### src/wdt_pkg.sv
// Package: watchdog constants, register map and carrier types
package wdt_pkg;

  // Timing: low-power RC tick derived from the 25 MHz system clock
  localparam int unsigned CLK_HZ          = 25_000_000;
  localparam int unsigned RC_HZ           = 32_000;
  localparam int unsigned RC_DIV          = CLK_HZ / RC_HZ;     // 781 cycles per tick
  localparam int unsigned BASE_MS_PRE32   = 1;                  // Nominal base period, ms
  localparam int unsigned BASE_MS_PRE128  = 4;
  localparam int unsigned PRE_DIV_32      = RC_HZ * BASE_MS_PRE32 / 1000;   // 32
  localparam int unsigned PRE_DIV_128     = RC_HZ * BASE_MS_PRE128 / 1000;  // 128

  // Configuration word field positions
  localparam int unsigned CFG_POST_LSB    = 0;
  localparam int unsigned CFG_PRE_BIT     = 4;
  localparam int unsigned CFG_WIN_BIT     = 6;
  localparam int unsigned CFG_HARD_BIT    = 7;
  localparam logic [7:0]  CFG_RESET       = 8'h00df;

  // Register byte offsets
  localparam logic [3:0]  OFS_RESET_CTRL  = 4'h0;
  localparam logic [3:0]  OFS_CONFIG      = 4'h4;
  localparam logic [3:0]  OFS_STATUS      = 4'h8;

  // Reset control register bits
  localparam int unsigned RC_IDLE_BIT     = 2;
  localparam int unsigned RC_SLEEP_BIT    = 3;
  localparam int unsigned RC_TIMEOUT_BIT  = 4;
  localparam int unsigned RC_SOFT_EN_BIT  = 5;

  // Core event strobes from the CPU and clock logic
  typedef struct packed {
    logic clear_instr;
    logic enter_sleep;
    logic enter_idle;
    logic exit_power_save;
    logic clock_switch_done;
  } wdt_events_t;

  // Watchdog outcome towards the core
  typedef struct packed {
    logic device_reset;
    logic wake;
  } wdt_result_t;

  typedef enum logic [2:0] {
    WDT_RUN   = 3'b001,
    WDT_SLEEP = 3'b010,
    WDT_IDLE  = 3'b100
  } wdt_mode_t;

endpackage

### src/wdt_top.sv
// Watchdog timer with prescaler, postscaler, window mode and register slave
// Summary of operation
// - Watchdog ticks from RC clock, enabled together.
// - Prescaler divides by 32 or 128.
// - Base period 1 ms or 4 ms.
// - Four-bit postscaler gives sixteen ratios up to 32768.
// - Device reset or clock switch clears counters.
// - Power-save entry, exit, clear instruction clear counters.
// - Counting continues in sleep and idle.
// - Timeout in power save wakes, no reset.
// - Hard enable keeps watchdog always on.
// - Otherwise soft enable bit 5 controls it.
// - Device reset clears soft enable bit.
// - Early clear in window mode resets device, in run mode only.
// - Timeout flag bit 4 sticky, software clears.
// - Prescale bit one is 128, zero is 32.
// - Code 1111 is 32768, each step halves.
// - Window bit one disables window operation.
//
// Usage notes
// The RC clock is modelled as a tick enable from a divider of the
// system clock, so all logic stays in one clock domain.
// The tick divider restarts with the counters, so a timeout lands a
// fixed number of cycles after the last clearing event.
// The clear window is judged on the combined prescaler and postscaler
// count, so it also works with a postscale ratio of 1:1.
// An early-clear reset does not set the timeout flag; only a real
// expiry does, in run mode and in power save alike.
// The configuration word is writable to stand in for programming;
// software is expected to write it once, before enabling.
// Result pulses are registered and last one cycle each.
//
// Added by the designer: the register offsets and the Avalon-MM interface to the registers.
`timescale 1ns/1ps
module wdt_top (
  // Clock and reset
  input  wire logic                clk,
  input  wire logic                resetn,
  // Avalon-MM slave
  input  wire logic [3:0]          avs_address,
  input  wire logic                avs_read,
  input  wire logic                avs_write,
  input  wire logic [31:0]         avs_writedata,
  input  wire logic [3:0]          avs_byteenable,
  output logic [31:0]              avs_readdata,
  output logic                     avs_waitrequest,
  // Core events and status
  input  wire wdt_pkg::wdt_events_t core_events,
  output wdt_pkg::wdt_result_t     wdt_result,
  output logic                     low_power_rc_enable
);

  logic [7:0]  cfg_q;
  logic        soft_en_q;
  logic        timeout_flag_q;
  logic        sleep_flag_q;
  logic        idle_flag_q;
  logic [9:0]  rc_div_q;
  logic        rc_tick;
  logic [6:0]  pre_q;
  logic        pre_tick;
  logic [14:0] post_q;
  logic [14:0] post_top;
  logic        wdt_enable;
  logic        clear_all;
  logic        expire;
  logic        early_clear;
  logic        in_window;
  logic        bus_ack_q;
  logic        rd_ok;
  logic        wr_rc;
  logic        wr_cfg;
  logic        reset_req_q;
  logic        wake_q;
  logic [3:0]  post_sel;
  logic [4:0]  win_shift;
  logic [22:0] win_span;
  logic [22:0] win_start;
  logic [22:0] win_count;
  logic [5:0]  rc_view;
  wdt_pkg::wdt_mode_t mode_q;

  // Enable: hard bit forces on, else software bit
  assign wdt_enable = cfg_q[wdt_pkg::CFG_HARD_BIT] | soft_en_q;
  assign low_power_rc_enable = wdt_enable;
  assign post_sel = cfg_q[wdt_pkg::CFG_POST_LSB +: 4];

  // Reset control view, low byte only
  assign rc_view = {soft_en_q, timeout_flag_q, sleep_flag_q, idle_flag_q, 2'b00};

  // Postscaler terminal count per code; each step down halves the ratio
  always_comb begin
    case (post_sel)
      4'h0: post_top = 15'h0000;
      4'h1: post_top = 15'h0001;
      4'h2: post_top = 15'h0003;
      4'h3: post_top = 15'h0007;
      4'h4: post_top = 15'h000f;
      4'h5: post_top = 15'h001f;
      4'h6: post_top = 15'h003f;
      4'h7: post_top = 15'h007f;
      4'h8: post_top = 15'h00ff;
      4'h9: post_top = 15'h01ff;
      4'ha: post_top = 15'h03ff;
      4'hb: post_top = 15'h07ff;
      4'hc: post_top = 15'h0fff;
      4'hd: post_top = 15'h1fff;
      4'he: post_top = 15'h3fff;
      default: post_top = 15'h7fff;  // Largest ratio, 1:32768
    endcase
  end

  // Any clearing event restarts all three counters
  assign clear_all = core_events.clock_switch_done
                   | core_events.clear_instr
                   | core_events.enter_sleep
                   | core_events.enter_idle
                   | core_events.exit_power_save
                   | ~wdt_enable;

  // Window: final quarter of the whole period, prescaler and postscaler together
  assign win_shift = 5'(post_sel) + (cfg_q[wdt_pkg::CFG_PRE_BIT] ? 5'($clog2(wdt_pkg::PRE_DIV_128))
                                                               : 5'($clog2(wdt_pkg::PRE_DIV_32)));
  assign win_span  = 23'h00_0001 << win_shift;
  assign win_start = win_span - (win_span >> 2);
  // Counts below the span, so no overflow at the largest ratio
  assign win_count = cfg_q[wdt_pkg::CFG_PRE_BIT] ? {1'b0, post_q, pre_q}
                                                 : {3'b000, post_q, pre_q[4:0]};
  assign in_window = (win_count >= win_start);
  assign early_clear = core_events.clear_instr & wdt_enable & ~cfg_q[wdt_pkg::CFG_WIN_BIT]
                     & (mode_q == wdt_pkg::WDT_RUN) & ~in_window;

  // Bus decode: one wait cycle, then acknowledge
  assign avs_waitrequest = (avs_read | avs_write) & ~bus_ack_q;
  assign wr_rc  = avs_write & bus_ack_q & (avs_address == wdt_pkg::OFS_RESET_CTRL) & avs_byteenable[0];
  assign wr_cfg = avs_write & bus_ack_q & (avs_address == wdt_pkg::OFS_CONFIG) & avs_byteenable[0];
  assign rd_ok  = avs_read & ~bus_ack_q;

  // Acknowledge toggles so each request gets one wait state
  always_ff @(posedge clk or negedge resetn) begin
    if (!resetn) begin
      bus_ack_q <= 1'b0;
    end else begin
      bus_ack_q <= (avs_read | avs_write) & ~bus_ack_q;
    end
  end

  // Read data registered during the wait cycle
  always_ff @(posedge clk or negedge resetn) begin
    if (!resetn) begin
      avs_readdata <= 32'h0000_0000;
    end else if (rd_ok) begin
      if (avs_address == wdt_pkg::OFS_RESET_CTRL) begin
        avs_readdata <= {26'h000_0000, rc_view};
      end else if (avs_address == wdt_pkg::OFS_CONFIG) begin
        avs_readdata <= {24'h00_0000, cfg_q};
      end else if (avs_address == wdt_pkg::OFS_STATUS) begin
        avs_readdata <= {17'h0_0000, post_q};
      end else begin
        avs_readdata <= 32'h0000_0000;  // Unmapped reads zero
      end
    end
  end

  // Configuration word, write-once style: writable, reset to defaults
  always_ff @(posedge clk or negedge resetn) begin
    if (!resetn) begin
      cfg_q <= wdt_pkg::CFG_RESET;
    end else if (wr_cfg) begin
      cfg_q <= avs_writedata[7:0];
    end
  end

  // Software enable, cleared by any device reset
  always_ff @(posedge clk or negedge resetn) begin
    if (!resetn) begin
      soft_en_q <= 1'b0;
    end else if (wdt_result.device_reset) begin
      soft_en_q <= 1'b0;
    end else if (wr_rc) begin
      soft_en_q <= avs_writedata[wdt_pkg::RC_SOFT_EN_BIT];
    end
  end

  // Sticky timeout flag; a new timeout beats a software clear
  always_ff @(posedge clk or negedge resetn) begin
    if (!resetn) begin
      timeout_flag_q <= 1'b0;
    end else if (expire) begin
      timeout_flag_q <= 1'b1;
    end else if (wr_rc && !avs_writedata[wdt_pkg::RC_TIMEOUT_BIT]) begin
      timeout_flag_q <= 1'b0;
    end
  end

  // Sleep status: set on entry, never cleared by a wake
  always_ff @(posedge clk or negedge resetn) begin
    if (!resetn) begin
      sleep_flag_q <= 1'b0;
    end else if (core_events.enter_sleep) begin
      sleep_flag_q <= 1'b1;
    end else if (wr_rc && !avs_writedata[wdt_pkg::RC_SLEEP_BIT]) begin
      sleep_flag_q <= 1'b0;
    end
  end

  // Idle status: set on entry, never cleared by a wake
  always_ff @(posedge clk or negedge resetn) begin
    if (!resetn) begin
      idle_flag_q <= 1'b0;
    end else if (core_events.enter_idle) begin
      idle_flag_q <= 1'b1;
    end else if (wr_rc && !avs_writedata[wdt_pkg::RC_IDLE_BIT]) begin
      idle_flag_q <= 1'b0;
    end
  end

  // Power mode tracking; a wake from timeout returns to run
  always_ff @(posedge clk or negedge resetn) begin
    if (!resetn) begin
      mode_q <= wdt_pkg::WDT_RUN;
    end else begin
      case (mode_q)
        wdt_pkg::WDT_RUN: begin
          if (core_events.enter_sleep) begin
            mode_q <= wdt_pkg::WDT_SLEEP;
          end else if (core_events.enter_idle) begin
            mode_q <= wdt_pkg::WDT_IDLE;
          end
        end
        wdt_pkg::WDT_SLEEP, wdt_pkg::WDT_IDLE: begin
          if (core_events.exit_power_save || expire) begin
            mode_q <= wdt_pkg::WDT_RUN;
          end
        end
        default: begin
          mode_q <= wdt_pkg::WDT_RUN;
        end
      endcase
    end
  end

  // RC clock model: tick enable at the nominal 32 kHz
  // Restarts with the counters so the timeout is a fixed count after a clear
  always_ff @(posedge clk or negedge resetn) begin
    if (!resetn) begin
      rc_div_q <= 10'h000;
    end else if (clear_all || wdt_result.device_reset) begin
      rc_div_q <= 10'h000;
    end else if (rc_div_q == 10'(wdt_pkg::RC_DIV - 1)) begin
      rc_div_q <= 10'h000;
    end else begin
      rc_div_q <= rc_div_q + 10'h001;
    end
  end
  assign rc_tick = wdt_enable & (rc_div_q == 10'(wdt_pkg::RC_DIV - 1));

  // Prescaler, divide by 32 or 128 per prescale bit
  always_ff @(posedge clk or negedge resetn) begin
    if (!resetn) begin
      pre_q <= 7'h00;
    end else if (clear_all || wdt_result.device_reset) begin
      pre_q <= 7'h00;
    end else if (rc_tick) begin
      pre_q <= pre_tick ? 7'h00 : pre_q + 7'h01;
    end
  end
  assign pre_tick = rc_tick & (cfg_q[wdt_pkg::CFG_PRE_BIT]
                    ? (pre_q == 7'(wdt_pkg::PRE_DIV_128 - 1))
                    : (pre_q == 7'(wdt_pkg::PRE_DIV_32 - 1)));

  // Postscaler and timeout detection
  always_ff @(posedge clk or negedge resetn) begin
    if (!resetn) begin
      post_q <= 15'h0000;
    end else if (clear_all || wdt_result.device_reset) begin
      post_q <= 15'h0000;
    end else if (pre_tick) begin
      post_q <= (post_q == post_top) ? 15'h0000 : post_q + 15'h0001;
    end
  end
  assign expire = pre_tick & (post_q == post_top) & ~clear_all;

  // Reset request: timeout or early clear in window mode, both only while running
  always_ff @(posedge clk or negedge resetn) begin
    if (!resetn) begin
      reset_req_q <= 1'b0;
    end else begin
      reset_req_q <= (expire & (mode_q == wdt_pkg::WDT_RUN)) | early_clear;
    end
  end

  // Wake request: timeout in power save resumes, never resets
  always_ff @(posedge clk or negedge resetn) begin
    if (!resetn) begin
      wake_q <= 1'b0;
    end else begin
      wake_q <= expire & (mode_q != wdt_pkg::WDT_RUN);
    end
  end
  assign wdt_result.device_reset = reset_req_q;
  assign wdt_result.wake         = wake_q;

endmodule // wdt_top

### config.mk
export PLATFORM = sky130hd
export DESIGN_NAME = wdt_top
export DESIGN_NICKNAME = d
export VERILOG_FILES = /design/src/wdt_pkg.sv /design/src/wdt_top.sv
export SDC_FILE = /design/constraint.sdc
export NUM_CORES = 1
export LEC_CHECK = 0
export ABC_AREA = 1
export BUFFER_PORTS_ARGS = -buffer_cell sky130_fd_sc_hd__buf_2
export CORE_UTILIZATION = 55
export DETAILED_ROUTE_END_ITERATION = 10
export GPL_ROUTABILITY_DRIVEN = 0
export PLACE_DENSITY = 0.77
export SYNTH_ARGS = -nofsm -noshare
export SYNTH_HDL_FRONTEND = slang
export SYNTH_SLANG_ARGS = --single-unit
### constraint.sdc
create_clock -name clk -period 4.78 [get_ports clk]
set_input_delay 0 -clock clk [delete_from_list [all_inputs] [get_ports clk]]
set_output_delay 0 -clock clk [all_outputs]
set_load 0.005 [all_outputs]
## Word-level counts from Yosys, hierarchy flattened

Memory sizes are Yosys's and may differ from the RTL's.
Index checks and enable logic that the tools add are counted.

- Flip-flop bits (word level): 82
- Latch bits: 0
- Memory bits (writable): 0
- Bits in read-only memories: 240
- Input port bits: 49
- Output and inout bits: 36
- Memories: 1

Memory list:

| name | depth | width | rd ports | clocked after Yosys merged registers in | write ports | RTL line | RTL |
|---|---|---|---|---|---|---|---|
| (name not given) | 16 | 15 | 1 | 0 | 0 | wdt_top.sv:93 | `case (post_sel)` |

- Add/subtract/negate cells: 5
- Multipliers: 0
- Divide/modulo/power cells: 0
- Magnitude comparators: 1
- Equal/unequal tests: 12
- Shift operators: 1
- Multiplexer cells: 26
- Bitwise operators: 30
- Reductions and logical operators: 17

Operators with widths:

| kind | count |
|---|---|
| two-way mux 32 bit | 2 |
| two-way mux 15 bit | 4 |
| greater-or-equal comparator 22 x 23 -> 1 bit | 1 |
| left shift 1 x 5 -> 23 bit, first input constant | 1 |
| subtractor 23 x 21 -> 23 bit | 1 |
| two-way mux 22 bit | 1 |
| two-way mux 7 bit | 3 |
| two-way mux 10 bit | 2 |
| bitwise AND 1 bit | 17 |
| adder 15 x 1 -> 15 bit, second input constant | 1 |
| equality test 15 bit | 1 |
| nonzero test 2 bit | 6 |
| adder 10 x 1 -> 10 bit, second input constant | 1 |
| equality test 10 bit, second input constant | 1 |
| two-way mux 1 bit | 9 |
| two-way mux 3 bit | 3 |
| bitwise OR 1 bit | 8 |
| adder 7 x 1 -> 7 bit, second input constant | 1 |
| equality test 7 x 5 -> 1 bit, second input constant | 1 |
| equality test 7 bit, second input constant | 1 |
| one-hot mux 3 bit (2 select lines) | 1 |
| adder 4 x 3 -> 5 bit | 1 |
| inverter 1 bit | 5 |
| equality test 4 x 3 -> 1 bit, second input constant | 1 |
| other kinds (14) | 19 |

## Logic depth before layout (Yosys ltp)

- Word-level depth: 10
- Gate-level depth with buffers: 32

## Worst setup path before layout

Ideal clock, no wire load.

- Path type: register to register
- Start: reg cfg_q[1]
- End: reg reset_req_q
- Library setup time: 0.117 ns
- Arrival: 3.646 ns
- Path slack: 1.017 ns
- Cell stages (with the launch flop): 31
- Buffers on the path: 0
- Cell sequence: dfstp_2 ha_1 nand2_4 nand2_2 nor2_1 nand2_1 ha_1 nand2_1 nor2_1 nand2_1 nand3_1 nand2_1 nand2_1 nand2_2 nand2_1 nand2_1 nor2_1 nor2_2 xor2_1 ha_1 nand4_1 nor3_1 nand2_1 a21oi_1 nor2_1 nand2_1 nand2_1 nand2_1 nand3_1 nand2_1 nand2_1

- Cells in the longest elaborated chain, start to end: 7

RTL lines:

| element | RTL line | RTL |
|---|---|---|
| from (decl) | wdt_top.sv:53 | `logic [7:0] cfg_q;` |
| from (signal assigned) | wdt_top.sv:168 | `cfg_q <= wdt_pkg::CFG_RESET;` |
| from (signal assigned) | wdt_top.sv:170 | `cfg_q <= avs_writedata[7:0];` |
| adder 4 x 3 -> 5 bit | wdt_top.sv:122 | `assign win_shift = 5'(post_sel) + (cfg_q[wdt_pkg::CFG_PRE_BIT] ? 5'($clog2(wdt_pkg::PRE_DIV_128))` |
| left shift 1 x 5 -> 23 bit | wdt_top.sv:124 | `assign win_span = 23'h00_0001 << win_shift;` |
| subtractor 23 x 21 -> 23 bit | wdt_top.sv:125 | `assign win_start = win_span - (win_span >> 2);` |
| greater-or-equal comparator 22 x 23 -> 1 bit | wdt_top.sv:129 | `assign in_window = (win_count >= win_start);` |
| inverter 1 bit | wdt_top.sv:131 | `& (mode_q == wdt_pkg::WDT_RUN) & ~in_window;` |
| bitwise AND 1 bit | wdt_top.sv:131 |  |
| bitwise OR 1 bit (*) | wdt_top.sv:289 | `reset_req_q <= (expire & (mode_q == wdt_pkg::WDT_RUN)) \| early_clear;` |
| to (signal assigned) | wdt_top.sv:289 |  |
| to (decl) | wdt_top.sv:73 | `logic reset_req_q;` |

Every way passes the cells marked *; elsewhere a longest branch is shown, timed or not.
A chain may end at the register's enable or synchronous reset.

## Worst setup path after layout

Same ends and word-level chain as after synthesis.

==> results summary <==
The design draws 2.01 mW. In this run the clock root is driven by a clkbuf_8. From synthesis to final layout, the design area changed by 12.0%. The count of nets after finishing came out at slightly below 1000. Measured along the y axis, the die boundary spans ~100 um. The longest clock path from root to sink contains 2 buffers. TritonCTS built the clock tree.

The share of total power in the clock network came out at between 20% and 30%. The share of synthesized flip-flops with an asynchronous set or reset came out at 100%. The number of I/O pins is 85.

The cell count after synthesis came out at 814. The total cell area at the placement stage is 5920 sq um. Sequential cells were found to cover a little under 30% of the synthesized design area.

The number of pins with negative max-slew slack in the final report came to 0. The count of non-filler cells in the finished layout is 1015. The wire-length estimate of the detail-placed layout is around 11000 um. The first global-routing pass estimated around 23000 um of wire. The placeable core region came out at about 9900 sq um. The count of buffers added on input and output ports is 40. The number of antenna violations at the first check in global routing is 1. The number of maximum-capacitance violations is 0.

The worst setup skew after layout came out at just under 0.007 ns. The number of enable flip-flop cells after synthesis came out at 0. The average instance area after synthesis came out at 6.93 sq um.

The flow ran to the end, and the final reports show no timing, DRC or antenna violations. The first routing iteration left about 380 violations. TritonCTS created 9 clock buffers. The reported leakage power came out at about 3.2 nW.

In this run the critical register-to-register path is launched from cfg_q[1]. The share of total power dissipated in sequential elements is 30.9%. For this run, the slowest stage of the critical path takes about 0.6 ns. For this design the ratio of total power to cell area is 318 nW/um^2. The worst hold path terminates at avs_readdata[1]. Cells with a size suffix above 1 make up 13.4% of the layout. The post-synthesis cell type count is 47. The beginning of the critical path is cfg_q[1].

The most common cell after layout, fill and taps aside is nand2_1. The area of all sequential standard cells came out at around 1600 sq um. Entering global routing, the biggest net connects 66 pins. The top achievable clock speed is roughly 230 MHz.

The number of diodes added for antenna fixing is 0. Among all flip-flop cells after synthesis, the most frequent one is dfrtp_1. Setup repair after global routing left no endpoint under its margin. The final critical delay including setup and external delays is around 4.4 ns.

The count of H-tree levels built during CTS came out at 3. Cell internal power was estimated by the tool at roughly 1.2 mW. The filler cell count came out at slightly below 900. From left edge to right edge, the die measures approximately 100 um. The worst min-delay path startpoint is avs_read. By area the synthesized netlist is led by dfrtp_1, nand2_1, ha_1, inv_1, nor2_1. For the pin with the worst max-slew slack, the measured transition is ~0.80 ns.

The synthesized design spends more area on one cell type than any other, namely dfrtp_1. The count of placed standard cells including taps is ~980. The synthesized area came out at around 5600 sq um. The die covers approximately 11000 sq um. The setup TNS came out at 0 ns. The row count came out at 36. The number of setup buffers added after CTS came out at 0. At the worst endpoint, the required time is approximately 5 ns. The average via count per standard cell came out at between 5 and 6.

The reg-to-reg setup timing slack is about 0.43 ns. The number of hold violations in the final report came out at 0. The routed layout has between 5000 and 6000 vias. The critical path is of the register to register type. The clock reaches the later pin of the worst-skew pair after between 0.3 and 0.4 ns. The clock transition at the registers of the reported paths came out at 0.07 ns. Summed over its instances, the top area cell type makes up 25.3% of the synthesized netlist area. The net load switching power came out at 795 uW. The via count of the first global-routing pass was between 5000 and 6000. The worst setup path is captured at a register. Summed over all layers, the routed wires come to between 10000 and 15000 um.

The number of cells on the worst hold path came out at 5. The first detailed-routing pass ran for 6 iterations. The largest fanout on the critical path came out at 8. The worst register-to-register path ends at reset_req_q.

The count of state elements after synthesis came out at 65. Combinational logic burns between 40% and 50% of the power. For the worst flop-to-flop path, the logic depth is 30.

In this design, the critical path's most frequently occurring cell is nand2_1. Among all stages on the critical path, the largest delay is contributed by dfstp_2. The worst pin sits at a relative slew slack of about 46%.

At the end of the flow the core is filled with cells to between 60 and 70%. The total overflow reported by the global router came out at 0. The maximum ir drop on the vdd rail came out at 0.252 mV. In the final routed layout, each cell accounts on average for around 14 um.

The worst path arrival time came out at around 4.6 ns. The top cell types in the final layout, fill and taps aside, are nand2_1, inv_1, nor2_1. The worst setup path is launched from a register. The clock sink count came out at 65. The final cycle utilization of the critical path came out at 91.1%. The net switching share of the total power came out at between 30% and 40%. The multi-input gate area in the final layout is around 3500 sq um. The number of warnings reported in the yosys synthesis log is 0. The count of unresolved DRC violations after routing is 0.

The finished cells cover ~6300 sq um. The total global routing track utilization is approximately 28%. Setup violations remaining at the end of the flow were counted as 0. The starting density of the core came out at 57.2%. The post-route antenna net violation count is 0. The worst min-delay path class is input pin to register.
[cells in the mapped netlist (13+ instances only)]
cell	number
xor2_1	26
nand2_2	16
nand4_1	13
nand3_1	37
nand2_1	173
ha_1	39
o21ai_0	46
a21oi_1	51
nor3_1	27
inv_1	100
dfrtp_1	57
nor2_1	89
buf_4	22
[power by group through the flow]
stage | Combinational (mW) | Clock, mW | Sequential [mW]
floorplan | 0.653 | 0 | 0.617
global placement | 0.795 | 0 | 0.629
detailed placement | 0.817 | 0 | 0.631
CTS | 0.831 | 0.553 | 0.620
global route | 0.966 | 0.575 | 0.624
finish | 0.846 | 0.545 | 0.622
[worst max-delay path, delay by kind of cell, from the launching register on]
family	cells	cell delay (ns)
xor+xnor	1	0.15
simple gates	25	2.32
compound gates	1	0.14
flops	1	0.60
fa+ha+maj	3	1.02
[timing repair]
item	4_1_cts	5_1_grt
endpoints found under the hold margin	74	0
gates resized for setup	0	2
setup endpoints to repair	0	1
hold buffers	16	0
[layer usage]
layer	routed length (um)	GRT usage [%]	vias to the layer above	share of wire [%]
met5	0	0	-	0
met4	422	10.8	0	3.0
met3	783	5.44	50	5.6
met2	6780	48.8	199	48
met1	6020	34.8	2582	43
li1	-	-	2758	-
[cell families (layout without fill, tap and decap cells)]
family	after synthesis	count (layout)	synth area share, %
AO/OA/AOI/OAI	140	140	13.9
XOR/XNOR	36	36	5.59
adder cells (fa/ha/maj)	40	40	9.00
buffers and inverters	140	183	10.8
flip-flops	65	65	29.0
multiplexers	2	2	0.399
other	2	27	0.133
AND/OR/NAND/NOR	389	389	31.2
[state kept, by name, summed over array words and instances, names as in the netlist]
name	count
avs_readdata	15
post_q	15
rc_div_q	10
cfg_q	8
pre_q	7
mode_q	3
bus_ack_q	1
idle_flag_q	1
reset_req_q	1
sleep_flag_q	1
soft_en_q	1
timeout_flag_q	1
wake_q	1
[worst max-delay path by stage]
stage | end
floorplan | reset_req_q
global placement | reset_req_q
detailed placement | reset_req_q
CTS | reset_req_q
global route | reset_req_q
finish | reset_req_q
[final cells by class]
class,count,share of cell area [%]
well taps,133,2.63
multi-input cells,634,55.3
inverters,108,6.45
flip-flops and latches,65,25.9
clock buffers,14,2.73
clock inverters,2,0.950
repair buffers,59,6.06
[metrics by stage]
step                      setup slack (ns)  hold slack, ns
after global placement               0.525           0.215
after floorplan                       1.02          -0.296
after detailed placement             0.378           0.215
after global routing                0.0406          0.0798
after CTS                            0.367          0.0104
final                                0.427          0.0252
No activity file was read; power rests on OpenSTA's default activity.
